===== src/common/cft_pkg.sv =====
package cft_pkg;
	// APB geometry
	localparam int unsigned CFT_AW = 12;
	localparam int unsigned CFT_DW = 32;
	// Register byte offsets
	localparam logic [11:0] CFT_OFS_DATA = 12'h000;
	localparam logic [11:0] CFT_OFS_FEATURE = 12'h004;
	localparam logic [11:0] CFT_OFS_COUNT = 12'h008;
	localparam logic [11:0] CFT_OFS_SECTOR = 12'h00C;
	localparam logic [11:0] CFT_OFS_TRK_LO = 12'h010;
	localparam logic [11:0] CFT_OFS_TRK_HI = 12'h014;
	localparam logic [11:0] CFT_OFS_DEVHEAD = 12'h018;
	localparam logic [11:0] CFT_OFS_OPCODE = 12'h01C;
	localparam logic [11:0] CFT_OFS_ERROR = 12'h020;
	localparam logic [11:0] CFT_OFS_STATUS = 12'h024;
	localparam logic [11:0] CFT_OFS_IRQ_ST = 12'h028;
	localparam logic [11:0] CFT_OFS_IRQ_MASK = 12'h02C;
	// Opcodes
	localparam logic [7:0] CFT_OP_FLUSH = 8'hE7;
	localparam logic [7:0] CFT_OP_FLUSH_EXT = 8'hEA;
	localparam logic [7:0] CFT_OP_FMT_TRACK = 8'h50;
	// Drive/head fields
	localparam int unsigned CFT_DH_BLOCK_MODE = 6;
	localparam int unsigned CFT_DH_HEAD_MSB = 3;
	// Status bits
	localparam int unsigned CFT_ST_BUSY = 7;
	localparam int unsigned CFT_ST_READY = 6;
	localparam int unsigned CFT_ST_SEEKDONE = 4;
	localparam int unsigned CFT_ST_ERROR = 0;
	// Error cause bits
	localparam int unsigned CFT_ERR_ABORT = 2;
	localparam int unsigned CFT_ERR_IDNF = 4;
	// Interrupt status bits
	localparam int unsigned CFT_IRQ_W = 2;
	localparam int unsigned CFT_IRQ_DONE = 0;
	localparam int unsigned CFT_IRQ_ERR = 1;
	// Reset values
	localparam logic [7:0] CFT_TF_RST = 8'h00;
	localparam logic [7:0] CFT_DH_RST = 8'hA0;
	localparam logic [1:0] CFT_MASK_RST = 2'h0;
	localparam logic [31:0] CFT_ZERO_WORD = 32'h0000_0000;
	// Block address width
	localparam int unsigned CFT_LBA_W = 28;
	// Command and sequencer states
	typedef enum logic [1:0] {CFT_IDLE, CFT_FLUSH, CFT_FMT} cft_cmd_st_t;
	typedef enum logic [1:0] {CFT_FMT_IDLE, CFT_FMT_CHECK, CFT_FMT_WRITE} cft_fmt_st_t;
endpackage


===== src/design/cft_cache_flush.sv =====
`timescale 1ns/1ps
module cft_cache_flush (
	// Clock and reset
	input wire logic mclk,
	input wire logic resetn,
	// Command side
	input wire logic start,
	output logic done,
	// Cache side
	output logic cacheFlushReq,
	input wire logic cacheEmpty
);
	import cft_pkg::*;

	typedef struct packed {
		logic req;
		logic done;
	} cft_flush_s_t;

	localparam cft_flush_s_t FLUSH_RST = '{default: '0};

	cft_flush_s_t s_q;
	cft_flush_s_t s_d;

	// Request held until the cache reports no dirty data left
	always_comb begin
		s_d = s_q;
		s_d.done = 1'b0;
		if (start) begin
			s_d.req = 1'b1;
		end else if (s_q.req && cacheEmpty) begin
			s_d.req = 1'b0;
			s_d.done = 1'b1;
		end
	end

	always_ff @(posedge mclk) begin
		if (!resetn) begin
			s_q <= FLUSH_RST;
		end else begin
			s_q <= s_d;
		end
	end

	assign cacheFlushReq = s_q.req;
	assign done = s_q.done;
endmodule


===== src/design/cft_track_fmt.sv =====
`timescale 1ns/1ps
module cft_track_fmt #(
	parameter int unsigned SECT_PER_TRACK = 63
) (
	// Clock and reset
	input wire logic mclk,
	input wire logic resetn,
	// Command side
	input wire logic start,
	input wire logic [cft_pkg::CFT_LBA_W-1:0] startLba,
	output logic done,
	output logic [cft_pkg::CFT_LBA_W-1:0] lastLba,
	// Media side
	output logic mediaWrReq,
	output logic [cft_pkg::CFT_LBA_W-1:0] mediaWrLba,
	output logic [cft_pkg::CFT_DW-1:0] mediaWrData,
	input wire logic mediaWrAck,
	input wire logic sectorGood
);
	import cft_pkg::*;

	localparam int unsigned IW = $clog2(SECT_PER_TRACK + 1);
	localparam logic [IW-1:0] LAST_IDX = IW'(SECT_PER_TRACK - 1);

	typedef struct packed {
		cft_fmt_st_t st;
		logic [IW-1:0] idx;
		logic [CFT_LBA_W-1:0] block_address;
		logic wrReq;
		logic [CFT_DW-1:0] wrData;
		logic done;
		logic [CFT_LBA_W-1:0] last;
	} cft_fmt_s_t;

	localparam cft_fmt_s_t FMT_RST = '{st: CFT_FMT_IDLE, default: '0};

	cft_fmt_s_t s_q;
	cft_fmt_s_t s_d;

	// Sectors walk in plain ascending order; no read path exists, so nothing is read back
	always_comb begin
		logic advance;
		advance = 1'b0;
		s_d = s_q;
		s_d.done = 1'b0;
		case (s_q.st)
			CFT_FMT_IDLE: begin
				if (start) begin
					s_d.block_address = startLba;
					s_d.idx = '0;
					s_d.st = CFT_FMT_CHECK;
				end
			end
			CFT_FMT_CHECK: begin
				// Defective sectors are skipped, good ones get zeros
				if (sectorGood) begin
					s_d.wrReq = 1'b1;
					s_d.wrData = CFT_ZERO_WORD;
					s_d.st = CFT_FMT_WRITE;
				end else begin
					advance = 1'b1;
				end
			end
			CFT_FMT_WRITE: begin
				if (mediaWrAck) begin
					s_d.wrReq = 1'b0;
					advance = 1'b1;
				end
			end
			default: begin
				s_d.st = CFT_FMT_IDLE;
			end
		endcase
		if (advance) begin
			if (s_q.idx == LAST_IDX) begin
				s_d.done = 1'b1;
				s_d.last = s_q.block_address;
				s_d.st = CFT_FMT_IDLE;
			end else begin
				s_d.block_address = s_q.block_address + 1'b1;
				s_d.idx = s_q.idx + 1'b1;
				s_d.st = CFT_FMT_CHECK;
			end
		end
	end

	always_ff @(posedge mclk) begin
		if (!resetn) begin
			s_q <= FMT_RST;
		end else begin
			s_q <= s_d;
		end
	end

	assign mediaWrReq = s_q.wrReq;
	assign mediaWrLba = s_q.block_address;
	assign mediaWrData = s_q.wrData;
	assign done = s_q.done;
	assign lastLba = s_q.last;
endmodule


===== src/design/cft_cmd_core.sv =====
`timescale 1ns/1ps
// Functional notes
// - Opcode E7h written to the opcode register starts a flush of every cached write.
// - Opcode EAh starts the same flush and uses no parameter register contents.
// - A flush reports good completion only once the write cache holds nothing unwritten.
// - Opcode 50h formats exactly one logical track.
// - The track format writes zeros into every good sector of the selected track.
// - The track format never reads back the zeroed sectors.
// - A format table sector from the host is accepted and its descriptors ignored.
// - Every track is laid out the same way at 1:1 interleave.
// - In block mode the whole logical track holding the given address is formatted.
// - After a block mode format the last block address of the track is left in the registers.
// - A block address beyond the addressable range aborts the format with the abort flag.
module cft_cmd_core #(
	parameter int unsigned SECT_PER_TRACK = 63,
	parameter int unsigned HEADS = 16,
	parameter int unsigned CYLINDERS = 16383,
	parameter logic [27:0] MAX_LBA = 28'h0FF_FFFF
) (
	// Clock and reset
	input wire logic mclk,
	input wire logic resetn,
	// APB slave
	input wire logic psel,
	input wire logic penable,
	input wire logic pwrite,
	input wire logic [cft_pkg::CFT_AW-1:0] paddr,
	input wire logic [cft_pkg::CFT_DW-1:0] pwdata,
	output logic [cft_pkg::CFT_DW-1:0] prdata,
	output logic pready,
	output logic pslverr,
	// Write cache
	output logic cacheFlushReq,
	input wire logic cacheEmpty,
	// Media write port
	output logic mediaWrReq,
	output logic [cft_pkg::CFT_LBA_W-1:0] mediaWrLba,
	output logic [cft_pkg::CFT_DW-1:0] mediaWrData,
	input wire logic mediaWrAck,
	input wire logic sectorGood,
	// Interrupt
	output logic irq
);
	import cft_pkg::*;

	typedef struct packed {
		cft_cmd_st_t st;
		logic [7:0] feature;
		logic [7:0] count;
		logic [7:0] sector;
		logic [7:0] trkLo;
		logic [7:0] trkHi;
		logic [7:0] devHead;
		logic [7:0] errCause;
		logic busy;
		logic errBit;
		logic lbaMode;
		logic [CFT_IRQ_W-1:0] irqSt;
		logic [CFT_IRQ_W-1:0] irqMask;
		logic flushGo;
		logic fmtGo;
		logic [CFT_LBA_W-1:0] trackLba;
		logic [CFT_DW-1:0] rdata;
		logic slvErr;
	} cft_core_s_t;

	localparam cft_core_s_t CORE_RST = '{
		st: CFT_IDLE,
		devHead: CFT_DH_RST,
		irqMask: CFT_MASK_RST,
		default: '0
	};

	cft_core_s_t s_q;
	cft_core_s_t s_d;

	logic flushDone;
	logic fmtDone;
	logic [CFT_LBA_W-1:0] fmtLast;

	// Bus decode
	logic setupRd;
	logic wrAcc;
	logic cmdWr;
	logic [7:0] opcode;
	logic [7:0] statusByte;
	assign setupRd = psel && !penable;
	assign wrAcc = psel && penable && pwrite;
	assign cmdWr = wrAcc && paddr == CFT_OFS_OPCODE && !s_q.busy;
	assign opcode = pwdata[7:0];

	// Status byte: ready and seek-complete stay up at all times, even with the error bit set
	always_comb begin
		statusByte = 8'h00;
		statusByte[CFT_ST_BUSY] = s_q.busy;
		statusByte[CFT_ST_READY] = 1'b1;
		statusByte[CFT_ST_SEEKDONE] = 1'b1;
		statusByte[CFT_ST_ERROR] = s_q.errBit;
	end

	// Target address as the host laid it out in either mode
	logic [CFT_LBA_W-1:0] reqLba;
	logic [15:0] reqCyl;
	logic [3:0] reqHead;
	logic [CFT_LBA_W-1:0] lbaTrack;
	logic [CFT_LBA_W-1:0] chsTrack;
	logic lbaBad;
	logic chsBad;
	logic lbaSel;
	assign reqLba = {s_q.devHead[CFT_DH_HEAD_MSB:0], s_q.trkHi, s_q.trkLo, s_q.sector};
	assign reqCyl = {s_q.trkHi, s_q.trkLo};
	assign reqHead = s_q.devHead[CFT_DH_HEAD_MSB:0];
	assign lbaSel = s_q.devHead[CFT_DH_BLOCK_MODE];
	// The modulo folds to constant logic; a power of two sectors count keeps it cheap
	assign lbaTrack = reqLba - CFT_LBA_W'(reqLba % SECT_PER_TRACK);
	assign chsTrack = CFT_LBA_W'((reqCyl * HEADS + reqHead) * SECT_PER_TRACK);
	assign lbaBad = reqLba > MAX_LBA;
	assign chsBad = reqCyl >= CYLINDERS || reqHead >= HEADS;

	// Whole register file: reads captured in setup, writes taken in access
	always_comb begin
		logic [CFT_DW-1:0] rd;
		logic mapped;
		rd = CFT_ZERO_WORD;
		mapped = 1'b1;
		s_d = s_q;
		s_d.flushGo = 1'b0;
		s_d.fmtGo = 1'b0;
		case (paddr)
			CFT_OFS_DATA: rd = CFT_ZERO_WORD;
			CFT_OFS_FEATURE: rd = CFT_ZERO_WORD;
			CFT_OFS_COUNT: rd[7:0] = s_q.count;
			CFT_OFS_SECTOR: rd[7:0] = s_q.sector;
			CFT_OFS_TRK_LO: rd[7:0] = s_q.trkLo;
			CFT_OFS_TRK_HI: rd[7:0] = s_q.trkHi;
			CFT_OFS_DEVHEAD: rd[7:0] = s_q.devHead;
			CFT_OFS_OPCODE: rd = CFT_ZERO_WORD;
			CFT_OFS_ERROR: rd[7:0] = s_q.errCause;
			CFT_OFS_STATUS: rd[7:0] = statusByte;
			CFT_OFS_IRQ_ST: rd[CFT_IRQ_W-1:0] = s_q.irqSt;
			CFT_OFS_IRQ_MASK: rd[CFT_IRQ_W-1:0] = s_q.irqMask;
			default: mapped = 1'b0;
		endcase
		if (setupRd) begin
			s_d.rdata = pwrite ? CFT_ZERO_WORD : rd;
			s_d.slvErr = !mapped;
		end
		// Command block is frozen while busy so the running command keeps its operands
		if (wrAcc && !s_q.busy) begin
			case (paddr)
				CFT_OFS_DATA: s_d.count = s_q.count;
				CFT_OFS_FEATURE: s_d.feature = pwdata[7:0];
				CFT_OFS_COUNT: s_d.count = pwdata[7:0];
				CFT_OFS_SECTOR: s_d.sector = pwdata[7:0];
				CFT_OFS_TRK_LO: s_d.trkLo = pwdata[7:0];
				CFT_OFS_TRK_HI: s_d.trkHi = pwdata[7:0];
				CFT_OFS_DEVHEAD: s_d.devHead = pwdata[7:0];
				default: s_d.feature = s_q.feature;
			endcase
		end
		if (wrAcc && paddr == CFT_OFS_IRQ_MASK) begin
			s_d.irqMask = pwdata[CFT_IRQ_W-1:0];
		end
		if (wrAcc && paddr == CFT_OFS_IRQ_ST) begin
			s_d.irqSt = s_q.irqSt & ~pwdata[CFT_IRQ_W-1:0];
		end
		// Opcode decode
		if (cmdWr) begin
			s_d.errCause = 8'h00;
			s_d.errBit = 1'b0;
			s_d.lbaMode = lbaSel;
			case (opcode)
				CFT_OP_FLUSH, CFT_OP_FLUSH_EXT: begin
					s_d.busy = 1'b1;
					s_d.flushGo = 1'b1;
					s_d.st = CFT_FLUSH;
				end
				CFT_OP_FMT_TRACK: begin
					if (lbaSel && lbaBad) begin
						s_d.errCause[CFT_ERR_ABORT] = 1'b1;
						s_d.errBit = 1'b1;
						s_d.irqSt[CFT_IRQ_ERR] = 1'b1;
						s_d.irqSt[CFT_IRQ_DONE] = 1'b1;
					end else if (!lbaSel && chsBad) begin
						s_d.errCause[CFT_ERR_IDNF] = 1'b1;
						s_d.errBit = 1'b1;
						s_d.irqSt[CFT_IRQ_ERR] = 1'b1;
						s_d.irqSt[CFT_IRQ_DONE] = 1'b1;
					end else begin
						s_d.busy = 1'b1;
						s_d.fmtGo = 1'b1;
						s_d.trackLba = lbaSel ? lbaTrack : chsTrack;
						s_d.st = CFT_FMT;
					end
				end
				default: begin
					// Unknown opcode is refused at once, busy never rises
					s_d.errCause[CFT_ERR_ABORT] = 1'b1;
					s_d.errBit = 1'b1;
					s_d.irqSt[CFT_IRQ_ERR] = 1'b1;
					s_d.irqSt[CFT_IRQ_DONE] = 1'b1;
				end
			endcase
		end
		// Completions come after the clear above, so a new event is never lost
		if (s_q.st == CFT_FLUSH && flushDone) begin
			s_d.busy = 1'b0;
			s_d.st = CFT_IDLE;
			s_d.irqSt[CFT_IRQ_DONE] = 1'b1;
		end
		if (s_q.st == CFT_FMT && fmtDone) begin
			s_d.busy = 1'b0;
			s_d.st = CFT_IDLE;
			s_d.irqSt[CFT_IRQ_DONE] = 1'b1;
			if (s_q.lbaMode) begin
				s_d.sector = fmtLast[7:0];
				s_d.trkLo = fmtLast[15:8];
				s_d.trkHi = fmtLast[23:16];
				s_d.devHead[CFT_DH_HEAD_MSB:0] = fmtLast[27:24];
			end
		end
	end

	always_ff @(posedge mclk) begin
		if (!resetn) begin
			s_q <= CORE_RST;
		end else begin
			s_q <= s_d;
		end
	end

	// Cache flush sequencer
	cft_cache_flush u_flush (
		.mclk(mclk),
		.resetn(resetn),
		.start(s_q.flushGo),
		.done(flushDone),
		.cacheFlushReq(cacheFlushReq),
		.cacheEmpty(cacheEmpty)
	);

	// Track zeroing sequencer
	cft_track_fmt #(
		.SECT_PER_TRACK(SECT_PER_TRACK)
	) u_fmt (
		.mclk(mclk),
		.resetn(resetn),
		.start(s_q.fmtGo),
		.startLba(s_q.trackLba),
		.done(fmtDone),
		.lastLba(fmtLast),
		.mediaWrReq(mediaWrReq),
		.mediaWrLba(mediaWrLba),
		.mediaWrData(mediaWrData),
		.mediaWrAck(mediaWrAck),
		.sectorGood(sectorGood)
	);

	// APB answer: zero wait states, data captured during setup
	assign pready = psel && penable;
	assign prdata = s_q.rdata;
	assign pslverr = pready && s_q.slvErr;
	assign irq = |(s_q.irqSt & s_q.irqMask);
endmodule


===== config.mk =====
export PLATFORM = sky130hd
export DESIGN_NAME = cft_cmd_core
export DESIGN_NICKNAME = d
export VERILOG_FILES = /design/src/common/cft_pkg.sv /design/src/design/cft_cache_flush.sv /design/src/design/cft_track_fmt.sv /design/src/design/cft_cmd_core.sv
export SDC_FILE = /design/constraint.sdc
export NUM_CORES = 1
export LEC_CHECK = 0
export ABC_AREA = 1
export ABC_CLOCK_PERIOD_IN_PS = 26100
export CAP_MARGIN = 20
export CORE_UTILIZATION = 65
export CTS_CLUSTER_DIAMETER = 50
export CTS_CLUSTER_SIZE = 25
export DETAILED_ROUTE_END_ITERATION = 6
export DONT_BUFFER_PORTS = 1
export HOLD_SLACK_MARGIN = 0.15
export PLACE_DENSITY_LB_ADDON = 0.1
export REMOVE_ABC_BUFFERS = 1
export SETUP_SLACK_MARGIN = 0.02
export SYNTH_ARGS = -nofsm -noshare
export SYNTH_HDL_FRONTEND = slang
export SYNTH_SLANG_ARGS = --single-unit

===== constraint.sdc =====
create_clock -name mclk -period 26.1 [get_ports mclk]
set_input_delay 2.61 -clock mclk [delete_from_list [all_inputs] [get_ports mclk]]
set_output_delay 2.61 -clock mclk [all_outputs]
set_load 0.02 [all_outputs]

==> results.txt <==
- Status: completed
* Clock transition at the register clock pins on the worst setup and hold paths after CTS: 0.07 ns
* Kind of critical path: flop to flop
- Headroom to the max-slew limit came out at 23.8%.
- Power density normalized to cell area: 107 nW/um^2
- Crit path max-delay cell type: dfxtp_4
- Comb power frac: 84.9%
* Leakage component of the power: 16.3 nW
- Placed cells: 5250
- Layout cell share with drive strength beyond 1: 22.4%
- The final count of pins violating max slew was 0.
* Number of synthesized flops with an enable pin: 0
* Max capacitance violation total: 0
* Via count of the first global-routing pass: 26300
* Number of DRC markers after the initial detailed-route iteration: 2269
- Measured slew at the worst slew-check pin: 1.11 ns
- Class of the tightest hold or removal check: flop to flop
- Clock skew on the completed layout was measured at 0.0138 ns.
* Hold violation total from the final report: 0
- Among the stages of the critical path, the cell type that occurs most often is nand2_4.
* Fin worst setup slack: 2.03 ns
* Die extent in x: 217 um
- The worst setup path is launched from a flop.
- Leaving out fill and tap cells, the most frequent cell in the layout is nand2_1.
- The number of buffers and inverters on the critical path is 20.
- Top cell type's share of synthesized area: 13.0%
* CP Depth: 175
- Setup violations remaining at the end of the flow were counted as 0.
* TritonRoute pass-1 iters: 5
- Die H: 217 um
- Max Clock Freq: 41.6 MHz
- Clock tree from TritonCTS: built
- CTS Buf Count: 17
* Commonest non-fill, non-tap cells in the layout: nand2_1 (1036), inv_1 (620), nand3_1 (356), nor2_1 (352), nand2_2 (248)
- Number of synthesized register bits: 158
- Via total after detailed routing: 29300
- Global-route wire length before repair: 129000 um
* Fin Setup TNS: 0 ns
- For this run the aggregate overflow at the end of global routing stands at 0.
- Entering global routing, the biggest net connects 90 pins.
- The later pin in the worst-skew pair is clocked with a latency of 0.45 ns.
- IR analysis of the VDD net gives a maximum drop of 0.174 mV.
- Share of the clock period used by the worst path: 92.2%
- Worst-path maximum fanout: 19
* Global-route total usage across every layer: 33.4%
- Crit path launch: reqCyl[8]$_SDFF_PN0_
* Number of sinks handled by clock tree synthesis: 158
- Startpoint of the worst-slack reg-to-reg timing path: reqCyl[8]$_SDFF_PN0_
* Sequential power share: 7.2%
- After detailed routing, the average wire length per cell comes to 15.2 um.
- The tree is rooted in a clkbuf_16.
* Sw Share: 60.4%
- After technology mapping, the gate count stands at 4670.
- The synthesized design spends more area on one cell type than any other, namely nand2_1.
- Worst path max stage delay: 0.43 ns
* Initial Util: 66.1%
- The clock tree synthesis step divided the H-tree into 4 levels.
- Area contributors post-synth: nand2_1 (13%), dfxtp_1 (11%), inv_1 (7.8%)
* CP Data Arrival Time: 24.36 ns
- CTS max path bufs: 2
* Count of antenna-violating nets left after detailed routing: 0
- 0 antenna diodes ended up in the layout.
- Per-instance average area after synthesis: 6.44 sq um
- In this run the power spent charging and discharging nets is 0.00203 W.
- The clock network accounts for 7.9% of the total power.
- The worst hold path was traced through 2 stages.
* Primary flip-flop cell chosen by synthesis mapping: dfxtp_1
- After layout, the design draws a total of 0.00335 W.
- The die covers 47100 sq um.
- In this run the cell area of the synthesized design comes to 30100 sq um.
- Total number of yosys warnings: 0
- Dividing the detail-routed via count by the number of cells gives 5.51.
- In this run, distinct cell masters in the synthesized netlist total 87.
- For this block, the routed nets add up to 80700 um of wire.
* CP Capture Type: flop
* Total I/O pin count: 149
- Top delay family on crit path: simple AND/OR/NAND/NOR gates
* Layout filler cell count: 4287
- Count of standard-cell rows: 78
* Post-layout min period: 24.07 ns
- At the end of routability-driven placement, the weighted congestion stood at 0.980.
* Number of antenna violations at the first check in global routing: 0
- P&R area growth vs syn: 4.75%
- Final layout net count: 4924
- Worst reg-to-reg path cell count: 175
* Place WS: 0.585 ns
- Of all flip-flops after synthesis, the portion carrying an async set or reset was 0%.
- Cell internal pwr: 0.00133 W
- Port Buffer Count: 0
* Critical Path RT: 26.40 ns
- Floorplan Core Area: 45500 sq um
- In the routed design, unresolved DRC markers number 0.
- Worst min-delay path startpoint: u_fmt.lastLba[27]$_SDFFE_PN0P_
- Summing the sequential cell areas from Yosys gives 10.5% of the chip area.
* Dpl hpwl: 65200 um
- After the flow finishes, the layout carries non-filler instances totaling 5323.
-- registers in the layout, indices dropped and copies added, names as in the netlist --
register	flops
u_fmt.mediaWrLba	28
u_fmt.s_q	8
u_fmt.done	1
reqCyl	16
u_fmt.mediaWrReq	1
u_flush.done	1
prdata	8
lbaSel	1
reqHead	4
reqLba	8
u_flush.cacheFlushReq	1
s_q	53
u_fmt.lastLba	28
-- cell type report --
cell class	count	area (sq um)	share of cell area (%)
Clock buffer	17	425	1.35
Clock inverter	15	196	0.624
Inverter	726	2880	9.14
Multi-Input combinational cell	3648	22800	72.3
Sequential cell	158	3170	10.1
Tap cell	600	751	2.38
Timing Repair Buffer	159	1290	4.09
-- cells in the mapped netlist, types with 27 or more instances --
| library cell | instances |
|---|---|
| nor2_2 | 66 |
| nand3_1 | 363 |
| nand3_2 | 83 |
| nand2_1 | 1039 |
| nor3_1 | 53 |
| xnor2_1 | 36 |
| nand2_2 | 247 |
| nand4_1 | 112 |
| fa_1 | 56 |
| nor2_4 | 73 |
| inv_1 | 625 |
| nand2_4 | 146 |
| nor2_1 | 356 |
| nand3_4 | 51 |
| xor2_1 | 67 |
| dfxtp_1 | 158 |
| inv_2 | 59 |
| ha_1 | 106 |
| clkbuf_1 | 52 |
| buf_4 | 93 |
| o21ai_0 | 243 |
| o211ai_1 | 27 |
| a21oi_1 | 216 |
-- per-layer routing --
metal	vias up	wire length [um]	GRT usage [%]
met3	140	5270	4.05
met4	0	2550	10.8
met1	13300	37400	46.3
met5	-	0	0
li1	15000	-	-
met2	867	35500	53.4
-- worst paths after layout --
check	to	slack, ns
setup / recovery	s_q[59]$_SDFFE_PN0P_	2.03
hold / removal	u_fmt.lastLba[27]$_SDFFE_PN0P_	0.46
setup reg to reg	s_q[59]$_SDFFE_PN0P_	2.03
hold reg to reg	u_fmt.lastLba[27]$_SDFFE_PN0P_	0.46
-- per-stage QoR --
stage          hold slack, ns  util [%]  area [sq um]
6_report                0.457      69.2         31500
5_1_grt                 0.475      69.2         31500
4_1_cts                 0.455      68.2         31000
3_5_place_dp            0.435      66.8         30400
3_3_place_gp            0.433      66.8         30400
2_1_floorplan           0.423         -         28600
-- cell families after synthesis --
kind of cell / after synthesis / synth area share, %
AO/OA/AOI/OAI: 631 / 12.1
XOR/XNOR: 106 / 3.20
adder cells (fa/ha/maj): 162 / 8.14
buffers and inverters: 922 / 14.9
flip-flops: 158 / 10.5
multiplexers: 1 / 0.0333
other: 1 / 0.0125
AND/OR/NAND/NOR: 2689 / 51.1
-- power groups by stage --
| stage | sequential (W) | combinational, W | clock, W |
|---|---|---|---|
| after floorplan | 0.000248 | 0.00215 | 0 |
| after global placement | 0.000248 | 0.00275 | 0 |
| after detailed placement | 0.000248 | 0.00278 | 0 |
| after CTS | 0.000243 | 0.00279 | 0.000264 |
| after global routing | 0.000242 | 0.00313 | 0.000275 |
| final | 0.000242 | 0.00285 | 0.000265 |
-- worst min-delay path, cell delays in order, from the launching register on --
cell and delay, ns:
dfxtp_1 0.30, inv_1 0.06, a21oi_1 0.06
-- timing repair --
item                                    in CTS  in global routing
endpoints found under the setup margin       0                 11
buffers inserted                             0                 37
gates resized for setup                      0                 34
hold buffers                                 0                  0
hold endpoints to repair                     0                  0
Note: power is estimated with default switching activity, not from simulation.
